<file path="src/inc/apim_pkg.sv">
/*
 * Shared constants for the alarm polarity and interrupt masking block:
 * register offsets, field positions, reset values and the polarity helper.
 * Assumes an 8-bit register port with 8-bit addresses.
 */
package apim_pkg;

    // Register port geometry
    localparam int unsigned ADDR_W = 8;
    localparam int unsigned DATA_W = 8;

    // Register offsets
    localparam logic [ADDR_W-1:0] OFS_POLARITY   = 8'h16;
    localparam logic [ADDR_W-1:0] OFS_ABS_MASK   = 8'h17;
    localparam logic [ADDR_W-1:0] OFS_OFSLK_MASK = 8'h18;

    // Reset values, reserved upper bits included (upper nibble for polarity, upper five bits for the masks)
    localparam logic [DATA_W-1:0] RST_POLARITY   = 8'hdf;
    localparam logic [DATA_W-1:0] RST_ABS_MASK   = 8'h3f;
    localparam logic [DATA_W-1:0] RST_OFSLK_MASK = 8'h3f;

    // Writable field widths
    localparam int unsigned POL_W  = 4;
    localparam int unsigned MASK_W = 3;

    // Polarity register fields
    localparam int unsigned BIT_ACTIVE_POL = 3;
    localparam int unsigned BIT_BAD_POL    = 2;
    localparam int unsigned BIT_UNLOCK_POL = 1;
    localparam int unsigned BIT_IRQ_POL    = 0;

    // Signal-absent mask fields
    localparam int unsigned BIT_IN2_ABS  = 2;
    localparam int unsigned BIT_IN1_ABS  = 1;
    localparam int unsigned BIT_XTAL_ABS = 0;

    // Offset and lock mask fields
    localparam int unsigned BIT_IN2_FOFS = 2;
    localparam int unsigned BIT_IN1_FOFS = 1;
    localparam int unsigned BIT_UNLOCK   = 0;

    // Number of alarm flags feeding the interrupt
    localparam int unsigned NUM_FLAGS = 6;

    // Pin level for a status under a polarity bit (1 = active high)
    function automatic logic apply_pol(input logic status,
                                       input logic active_high);
        return active_high ? status : ~status;
    endfunction

endpackage

</file>
<file path="src/logic/apim_pin_drive.sv">
/*
 * Registered output stage for one alarm pin: applies polarity and enable.
 * Assumes status and enable come from logic on core_clk.
 */
`timescale 1ns/1ps
module apim_pin_drive (
    // Clock, reset, enable
    input  wire logic core_clk,
    input  wire logic nrst,
    input  wire logic ce,
    // Source
    input  wire logic status,
    input  wire logic active_high,
    input  wire logic enable,
    // Pin
    output logic      pin_o,
    output logic      pin_oe
);

    // Level with polarity applied
    always_ff @(posedge core_clk or negedge nrst) begin
        if (!nrst) begin
            pin_o <= 1'b0;
        end else if (ce) begin
            pin_o <= apim_pkg::apply_pol(status, active_high);
        end
    end

    // Tristate when disabled
    always_ff @(posedge core_clk or negedge nrst) begin
        if (!nrst) begin
            pin_oe <= 1'b0;
        end else if (ce) begin
            pin_oe <= enable;
        end
    end

endmodule // apim_pin_drive

</file>
<file path="src/logic/apim_irq_combine.sv">
/*
 * Combines latched alarm flags under their masks into one status.
 * Assumes flags are held elsewhere; this stage never alters them.
 */
`timescale 1ns/1ps
module apim_irq_combine #(
    parameter int unsigned N = 6
) (
    // Flags and masks
    input  wire logic [N-1:0] flags,
    input  wire logic [N-1:0] mask,
    // Result
    output logic              irq_status
);

    if (N < 1) begin : g_bad_count
        $error("apim_irq_combine: N must be at least 1");
    end

    // OR of unmasked flags
    assign irq_status = |(flags & ~mask);

endmodule // apim_irq_combine

</file>
<file path="src/logic/apim_alarm_ctrl.sv">
/*
 * Alarm output conditioning: polarity and interrupt mask registers,
 * interrupt combine, and the four alarm output pins.
 * Assumes flags, status bits and output enables come from core_clk logic;
 * the register port is a simple synchronous write/read strobe interface.
 */
`timescale 1ns/1ps

module apim_alarm_ctrl (
    // Clock, reset, enable
    input  wire logic                          core_clk,
    input  wire logic                          nrst,
    input  wire logic                          ce,
    // Register port
    input  wire logic                          reg_wr_en,
    input  wire logic                          reg_rd_en,
    input  wire logic [apim_pkg::ADDR_W-1:0]   reg_addr,
    input  wire logic [apim_pkg::DATA_W-1:0]   reg_wdata,
    output logic      [apim_pkg::DATA_W-1:0]   reg_rdata,
    output logic                               reg_rvalid,
    // Latched alarm flags
    input  wire logic                          input2_absent_flag,
    input  wire logic                          input1_absent_flag,
    input  wire logic                          xtal_absent_flag,
    input  wire logic                          input2_freq_offset_flag,
    input  wire logic                          input1_freq_offset_flag,
    input  wire logic                          unlock_flag,
    // Status levels
    input  wire logic                          clock_active_status,
    input  wire logic                          input1_bad_status,
    input  wire logic                          input2_bad_status,
    input  wire logic                          unlock_status,
    // Output enables
    input  wire logic                          clock_active_output_enable,
    input  wire logic                          input1_bad_output_enable,
    input  wire logic                          input2_bad_output_enable,
    input  wire logic                          unlock_output_enable,
    input  wire logic                          irq_output_enable,
    // Pins
    output logic                               select_or_active_pin_o,
    output logic                               select_or_active_pin_oe,
    output logic                               irq_or_input1_bad_pin_o,
    output logic                               irq_or_input1_bad_pin_oe,
    output logic                               input2_bad_pin_o,
    output logic                               input2_bad_pin_oe,
    output logic                               unlock_pin_o,
    output logic                               unlock_pin_oe,
    // Combined interrupt status, before polarity
    output logic                               irq_status
);

    logic [apim_pkg::POL_W-1:0]  polarity;
    logic [apim_pkg::MASK_W-1:0] absent_mask;
    logic [apim_pkg::MASK_W-1:0] ofslk_mask;
    logic [apim_pkg::NUM_FLAGS-1:0] flags;
    logic [apim_pkg::NUM_FLAGS-1:0] masks;
    logic                        irq_raw;
    logic                        shared_status;
    logic                        shared_active_high;
    logic                        shared_enable;
    logic [apim_pkg::DATA_W-1:0] next_rdata;

    // Polarity register
    always_ff @(posedge core_clk or negedge nrst) begin
        if (!nrst) begin
            polarity <= apim_pkg::RST_POLARITY[apim_pkg::POL_W-1:0];
        end else if (ce && reg_wr_en
                     && reg_addr == apim_pkg::OFS_POLARITY) begin
            polarity <= reg_wdata[apim_pkg::POL_W-1:0];
        end
    end

    // Signal-absent mask register; flags are held outside
    always_ff @(posedge core_clk or negedge nrst) begin
        if (!nrst) begin
            absent_mask <= apim_pkg::RST_ABS_MASK[apim_pkg::MASK_W-1:0];
        end else if (ce && reg_wr_en
                     && reg_addr == apim_pkg::OFS_ABS_MASK) begin
            absent_mask <= reg_wdata[apim_pkg::MASK_W-1:0];
        end
    end

    // Offset and lock mask register
    always_ff @(posedge core_clk or negedge nrst) begin
        if (!nrst) begin
            ofslk_mask <= apim_pkg::RST_OFSLK_MASK[apim_pkg::MASK_W-1:0];
        end else if (ce && reg_wr_en
                     && reg_addr == apim_pkg::OFS_OFSLK_MASK) begin
            ofslk_mask <= reg_wdata[apim_pkg::MASK_W-1:0];
        end
    end

    // Read mux; reserved bits read as their reset pattern
    always_comb begin
        case (reg_addr)
            apim_pkg::OFS_POLARITY: begin
                next_rdata = {apim_pkg::RST_POLARITY[7:apim_pkg::POL_W],
                              polarity};
            end
            apim_pkg::OFS_ABS_MASK: begin
                next_rdata = {apim_pkg::RST_ABS_MASK[7:apim_pkg::MASK_W],
                              absent_mask};
            end
            apim_pkg::OFS_OFSLK_MASK: begin
                next_rdata = {apim_pkg::RST_OFSLK_MASK[7:apim_pkg::MASK_W],
                              ofslk_mask};
            end
            default: begin
                next_rdata = '0;
            end
        endcase
    end

    // Read data, one cycle after the strobe
    always_ff @(posedge core_clk or negedge nrst) begin
        if (!nrst) begin
            reg_rdata <= '0;
        end else if (ce && reg_rd_en) begin
            reg_rdata <= next_rdata;
        end
    end

    always_ff @(posedge core_clk or negedge nrst) begin
        if (!nrst) begin
            reg_rvalid <= 1'b0;
        end else if (ce) begin
            reg_rvalid <= reg_rd_en;
        end
    end

    // Flag and mask vectors, same bit order
    assign flags = {input2_freq_offset_flag, input1_freq_offset_flag,
                    unlock_flag, input2_absent_flag, input1_absent_flag,
                    xtal_absent_flag};
    assign masks = {ofslk_mask[apim_pkg::BIT_IN2_FOFS],
                    ofslk_mask[apim_pkg::BIT_IN1_FOFS],
                    ofslk_mask[apim_pkg::BIT_UNLOCK],
                    absent_mask[apim_pkg::BIT_IN2_ABS],
                    absent_mask[apim_pkg::BIT_IN1_ABS],
                    absent_mask[apim_pkg::BIT_XTAL_ABS]};

    apim_irq_combine #(
        .N          (apim_pkg::NUM_FLAGS)
    ) u_combine (
        .flags      (flags),
        .mask       (masks),
        .irq_status (irq_raw)
    );

    // Raw status registered for software visibility
    always_ff @(posedge core_clk or negedge nrst) begin
        if (!nrst) begin
            irq_status <= 1'b0;
        end else if (ce) begin
            irq_status <= irq_raw;
        end
    end

    // Shared pin source selection
    always_comb begin
        if (irq_output_enable) begin
            shared_status      = irq_raw;
            shared_active_high = polarity[apim_pkg::BIT_IRQ_POL];
            shared_enable      = 1'b1;
        end else begin
            shared_status      = input1_bad_status;
            shared_active_high = polarity[apim_pkg::BIT_BAD_POL];
            shared_enable      = input1_bad_output_enable;
        end
    end

    apim_pin_drive u_active_pin (
        .core_clk    (core_clk),
        .nrst        (nrst),
        .ce          (ce),
        .status      (clock_active_status),
        .active_high (polarity[apim_pkg::BIT_ACTIVE_POL]),
        .enable      (clock_active_output_enable),
        .pin_o       (select_or_active_pin_o),
        .pin_oe      (select_or_active_pin_oe)
    );

    apim_pin_drive u_shared_pin (
        .core_clk    (core_clk),
        .nrst        (nrst),
        .ce          (ce),
        .status      (shared_status),
        .active_high (shared_active_high),
        .enable      (shared_enable),
        .pin_o       (irq_or_input1_bad_pin_o),
        .pin_oe      (irq_or_input1_bad_pin_oe)
    );

    apim_pin_drive u_input2_pin (
        .core_clk    (core_clk),
        .nrst        (nrst),
        .ce          (ce),
        .status      (input2_bad_status),
        .active_high (polarity[apim_pkg::BIT_BAD_POL]),
        .enable      (input2_bad_output_enable),
        .pin_o       (input2_bad_pin_o),
        .pin_oe      (input2_bad_pin_oe)
    );

    apim_pin_drive u_unlock_pin (
        .core_clk    (core_clk),
        .nrst        (nrst),
        .ce          (ce),
        .status      (unlock_status),
        .active_high (polarity[apim_pkg::BIT_UNLOCK_POL]),
        .enable      (unlock_output_enable),
        .pin_o       (unlock_pin_o),
        .pin_oe      (unlock_pin_oe)
    );

    // Helper: registers not yet written since reset
    logic pol_written;
    logic ofslk_written;

    always_ff @(posedge core_clk or negedge nrst) begin
        if (!nrst) begin
            pol_written   <= 1'b0;
            ofslk_written <= 1'b0;
        end else if (ce && reg_wr_en) begin
            if (reg_addr == apim_pkg::OFS_POLARITY) begin
                pol_written <= 1'b1;
            end
            if (reg_addr == apim_pkg::OFS_OFSLK_MASK) begin
                ofslk_written <= 1'b1;
            end
        end
    end
endmodule // apim_alarm_ctrl

</file>
<file path="config.mk">
export PLATFORM = sky130hd
export DESIGN_NAME = apim_alarm_ctrl
export DESIGN_NICKNAME = d
export VERILOG_FILES = /design/src/inc/apim_pkg.sv /design/src/logic/apim_pin_drive.sv /design/src/logic/apim_irq_combine.sv /design/src/logic/apim_alarm_ctrl.sv
export SDC_FILE = /design/constraint.sdc
export NUM_CORES = 1
export LEC_CHECK = 0
export ABC_CLOCK_PERIOD_IN_PS = 1600
export BUFFER_PORTS_ARGS = -buffer_cell sky130_fd_sc_hd__clkbuf_2
export CORE_MARGIN = 2
export CORE_UTILIZATION = 45
export CTS_BUF_LIST = sky130_fd_sc_hd__clkbuf_2 sky130_fd_sc_hd__clkbuf_4 sky130_fd_sc_hd__clkbuf_8
export CTS_CLUSTER_DIAMETER = 100
export DETAILED_ROUTE_END_ITERATION = 7
export GPL_TIMING_DRIVEN = 0
export PLACE_DENSITY = 0.78
export SYNTH_ARGS = -nofsm -noshare
export SYNTH_HDL_FRONTEND = slang
export SYNTH_SLANG_ARGS = --single-unit
export TNS_END_PERCENT = 50
</file>
<file path="constraint.sdc">
create_clock -name core_clk -period 1.6 [get_ports core_clk]
set_input_delay 0.24 -clock core_clk [delete_from_list [all_inputs] [get_ports core_clk]]
set_output_delay 0.24 -clock core_clk [all_outputs]
set_load 0.01 [all_outputs]
</file>
==> results.txt <==
TritonCTS built the clock tree. Per report_power, the combinational group accounts for 15.3% of the total. For the worst setup path, the data required time is 1.83 ns. The number of synthesis warnings was 0. The logs give 191 for the instance count after placement with tap cells included and 3 for the total CTS buffers. In the final routed layout, each cell accounts on average for 13.4 um. The slew of the pin with the lowest slew margin is 0.642 ns.

Setup violations remaining at the end of the flow were counted as 0. The number of DRC violations after detailed routing is 0, and the share of total power in the clock network is 23.7%. The library cell used most frequently in the layout, excluding fill and tap cells, is sky130_fd_sc_hd__clkbuf_2.

Headroom to the max-slew limit came out at 57.2%. The worst path setup slack after routing is 0.117 ns, and the power per unit of standard cell area is 743 mW/mm2. For the worst-skew pair, the clock arrives at the later sink with an insertion delay of 0.32 ns. The repair_antennas step left the layout with diodes totalling 0. The first-pass GRT wire length was 4490 um. STA classifies the critical path endpoint as a flop.

For the worst setup path, the data arrival time is 1.71 ns. After global routing the overflow that remains totals 0. In this run the worst path has a maximum fanout of 3. For this block, the routed nets add up to 2620 um of wire. For this design the static power due to leakage is 0.779 nW. For this run, the total global-route usage over all layers was measured as 17.1%. For the fraction of the yosys area taken by sequential cells, the log shows 52.6%. The synthesized netlist occupies a cell area of 0.00131 mm2. Portion of synthesized cell area occupied by the leading cell type: 32.5%. The number of DRC markers in iteration 0 was 14; the placement row count was 19.

Net switching is 25.2% of the power. Counting every instance in the synthesized netlist gives 113. Using the TritonRoute via totals, the vias-per-cell ratio works out to 5.17.

The finished layout holds 196 standard cells, fillers aside. The worst setup path is of the flop to flop kind. Pin placement for this block handled 54 I/O pins.

The flow ran to the end, and the final reports show no timing, DRC or antenna violations. The worst hold path belongs to the class primary input to flop. The number of different library cells in the post-synthesis netlist is 28, and the clock input transition at the sequential cells of the worst setup and hold paths is 0.14 ns.

For the area of the die, the log shows 0.00335 mm2. The total negative slack was 0 ns; the vertical die dimension was 57.9 um. The tools report the part of the total power dissipated in sequential elements as 61.1%.

The logs give 674 MHz for the timing-limited maximum frequency and 27 for the CTS sink count. The longest clock path from root to sink contains 2 buffers. Of the cells placed in the final design, the portion with a size suffix greater than 1 is 52.1%. At the placement stage, the worst setup path has a slack of -0.0175 ns. Buffers placed on the I/O ports in this run total 47. The detail route stage leaves a number of antenna-violating nets equal to 0. Summed over all instances, the cell type with the most area after synthesis is sky130_fd_sc_hd__dfrtp_1. The logs give 0 for the buffer count from post-CTS setup fixing and 0.00163 mm2 for the post-route standard cell area excluding fillers. Setup repair after global routing left no endpoint under its margin. For the number of hold violations in the final report, the log shows 0.

For this configuration, the core starts out at a cell density of 47.4%. The tools report the net switching power of the design as 0.304 mW. In this run the standard cell core region covers 0.00276 mm2. Clock tree synthesis selected as its root buffer the cell sky130_fd_sc_hd__clkbuf_4.

Minimum clock period after layout: 1.48 ns. Number of register bits inferred by synthesis: 27. The area overhead of the layout relative to synthesis works out to 24.3%. The cell area reported after detailed placement was 0.00158 mm2; the total count of max-transition violations in the final report was 0.

The global placer's final weighted congestion is 0.757. Measured along the x axis, the die boundary spans 57.9 um. The pin count of the biggest net entering global routing came out at 28. Leaving out fill and tap cells, the most frequent cells in the layout are 47 x sky130_fd_sc_hd__clkbuf_2, 17 x sky130_fd_sc_hd__dfrtp_1, 16 x sky130_fd_sc_hd__mux2_2. The first TritonRoute pass finished after 4 iterations.

The logs give 202 for the number of nets in the final layout and 1,025 for the number of global-route vias before repair. The worst setup path is launched from a flop. Ratio of final minimum period to clock period: 92.7%. Number of filler cells placed in the layout: 245. By area the synthesized netlist is led by sky130_fd_sc_hd__dfrtp_1 33%, sky130_fd_sc_hd__dfstp_2 20%, sky130_fd_sc_hd__mux2_2 14%.

The count of H-tree levels built during CTS is 1, and the max-capacitance violation count is 0. Detailed placement finished with a half-perimeter wire length of 2140 um. The final route contains 1,014 vias. The internal portion of the total power is 0.904 mW. The post-route worst hold slack was 0.120 ns; the worst clock skew was 0.00920 ns. The initial antenna violation count came out at 0.

The per-instance average area after synthesis was 11.6 um2; the number of nets in the synthesized netlist was 149. VDD sags by at most 0.662 mV.
## final timing paths
| kind | startpoint | end | slack [ns] | cells past startpoint |
|---|---|---|---|---|
| max in group asynchronous | nrst | reg_rdata[0]$_DFFE_PN0P_ | 0.72 | 2 |
| setup reg to reg | absent_mask[1]$_DFFE_PN1P_ | u_shared_pin.pin_o$_DFFE_PN0P_ | 0.12 | 4 |
| setup / recovery | absent_mask[1]$_DFFE_PN1P_ | u_shared_pin.pin_o$_DFFE_PN0P_ | 0.12 | 4 |
| hold reg to reg | reg_rdata[3]$_DFFE_PN0P_ | reg_rdata[3]$_DFFE_PN0P_ | 0.49 | 2 |
| min in group asynchronous | nrst | u_input2_pin.pin_oe$_DFFE_PN0P_ | 0.46 | 2 |
| hold / removal | input1_bad_output_enable | u_shared_pin.pin_oe$_DFFE_PN0P_ | 0.12 | 2 |
## state kept, by name, summed over array words and instances, names as in the netlist, 3 cells and up
| signal | cells |
|---|---|
| polarity | 4 |
| reg_rdata | 7 |
| ofslk_mask | 3 |
| absent_mask | 3 |
## per-layer routing
metal / routed length [um] / global-route usage, %
met1: 1060 / 21.6
met2: 1400 / 29.7
met3: 132 / 2.90
met4: 24 / 5.65
met5: 0 / 0
## timing repair
item	4_1_cts	5_1_grt
setup endpoints to repair	0	1
hold buffers	1	0
resized for setup	0	1
endpoints found under the hold margin	17	0
## Yosys cell counts (all sizes together)
library cell  count
or3               1
o21ai             7
buf               4
nor2             10
nand3b            1
o22ai             2
nand2            10
mux2i             3
nand2b            4
nand3             3
o31ai             1
dfstp            10
nor3              2
and2b             1
nor4b             2
o2111ai           1
inv               6
mux2             16
dfrtp            17
a21oi             6
xnor2             4
o22a              1
and3              1
## stage by stage
step                      util, %  power, mW
after floorplan                 -      0.837
after global placement       57.4      0.927
after detailed placement     57.4      0.934
after CTS                    58.7       1.22
after global routing         58.9       1.27
final                        58.9       1.21
## logic make-up (layout without fill, tap and decap cells)
kind of cell,after synthesis,after routing,share of synthesized area [%]
simple gates,35,35,16.9
mux,19,19,16.1
compound gates,18,18,7.85
flops,27,27,52.6
xor+xnor,4,4,2.68
buf+inv,10,62,3.83
## power groups by stage
stage	clock network (mW)	registers [mW]	logic, mW
6_report	0.286	0.738	0.185
5_1_grt	0.321	0.742	0.206
4_1_cts	0.296	0.738	0.187
3_5_place_dp	0	0.750	0.184
3_3_place_gp	0	0.748	0.178
2_1_floorplan	0	0.759	0.0787
## final cells by class
type,instances,area [um2],area share [%]
clock inverters,1,5.00,0.308
clock buffers,3,22.5,1.39
well taps,31,38.8,2.39
plain buffers,4,27.5,1.69
multi-input cells,76,576,35.4
flip-flops and latches,27,688,42.3
inverters,6,22.5,1.39
repair buffers,48,245,15.1
## critical path: stages (launching register included)
cell and delay, ns:
sky130_fd_sc_hd__dfstp_2 0.56, sky130_fd_sc_hd__nand2b_1 0.12, sky130_fd_sc_hd__o2111ai_2 0.16, sky130_fd_sc_hd__or3_1 0.40, sky130_fd_sc_hd__and3_1 0.17
Power figures use the tool's default switching activity.
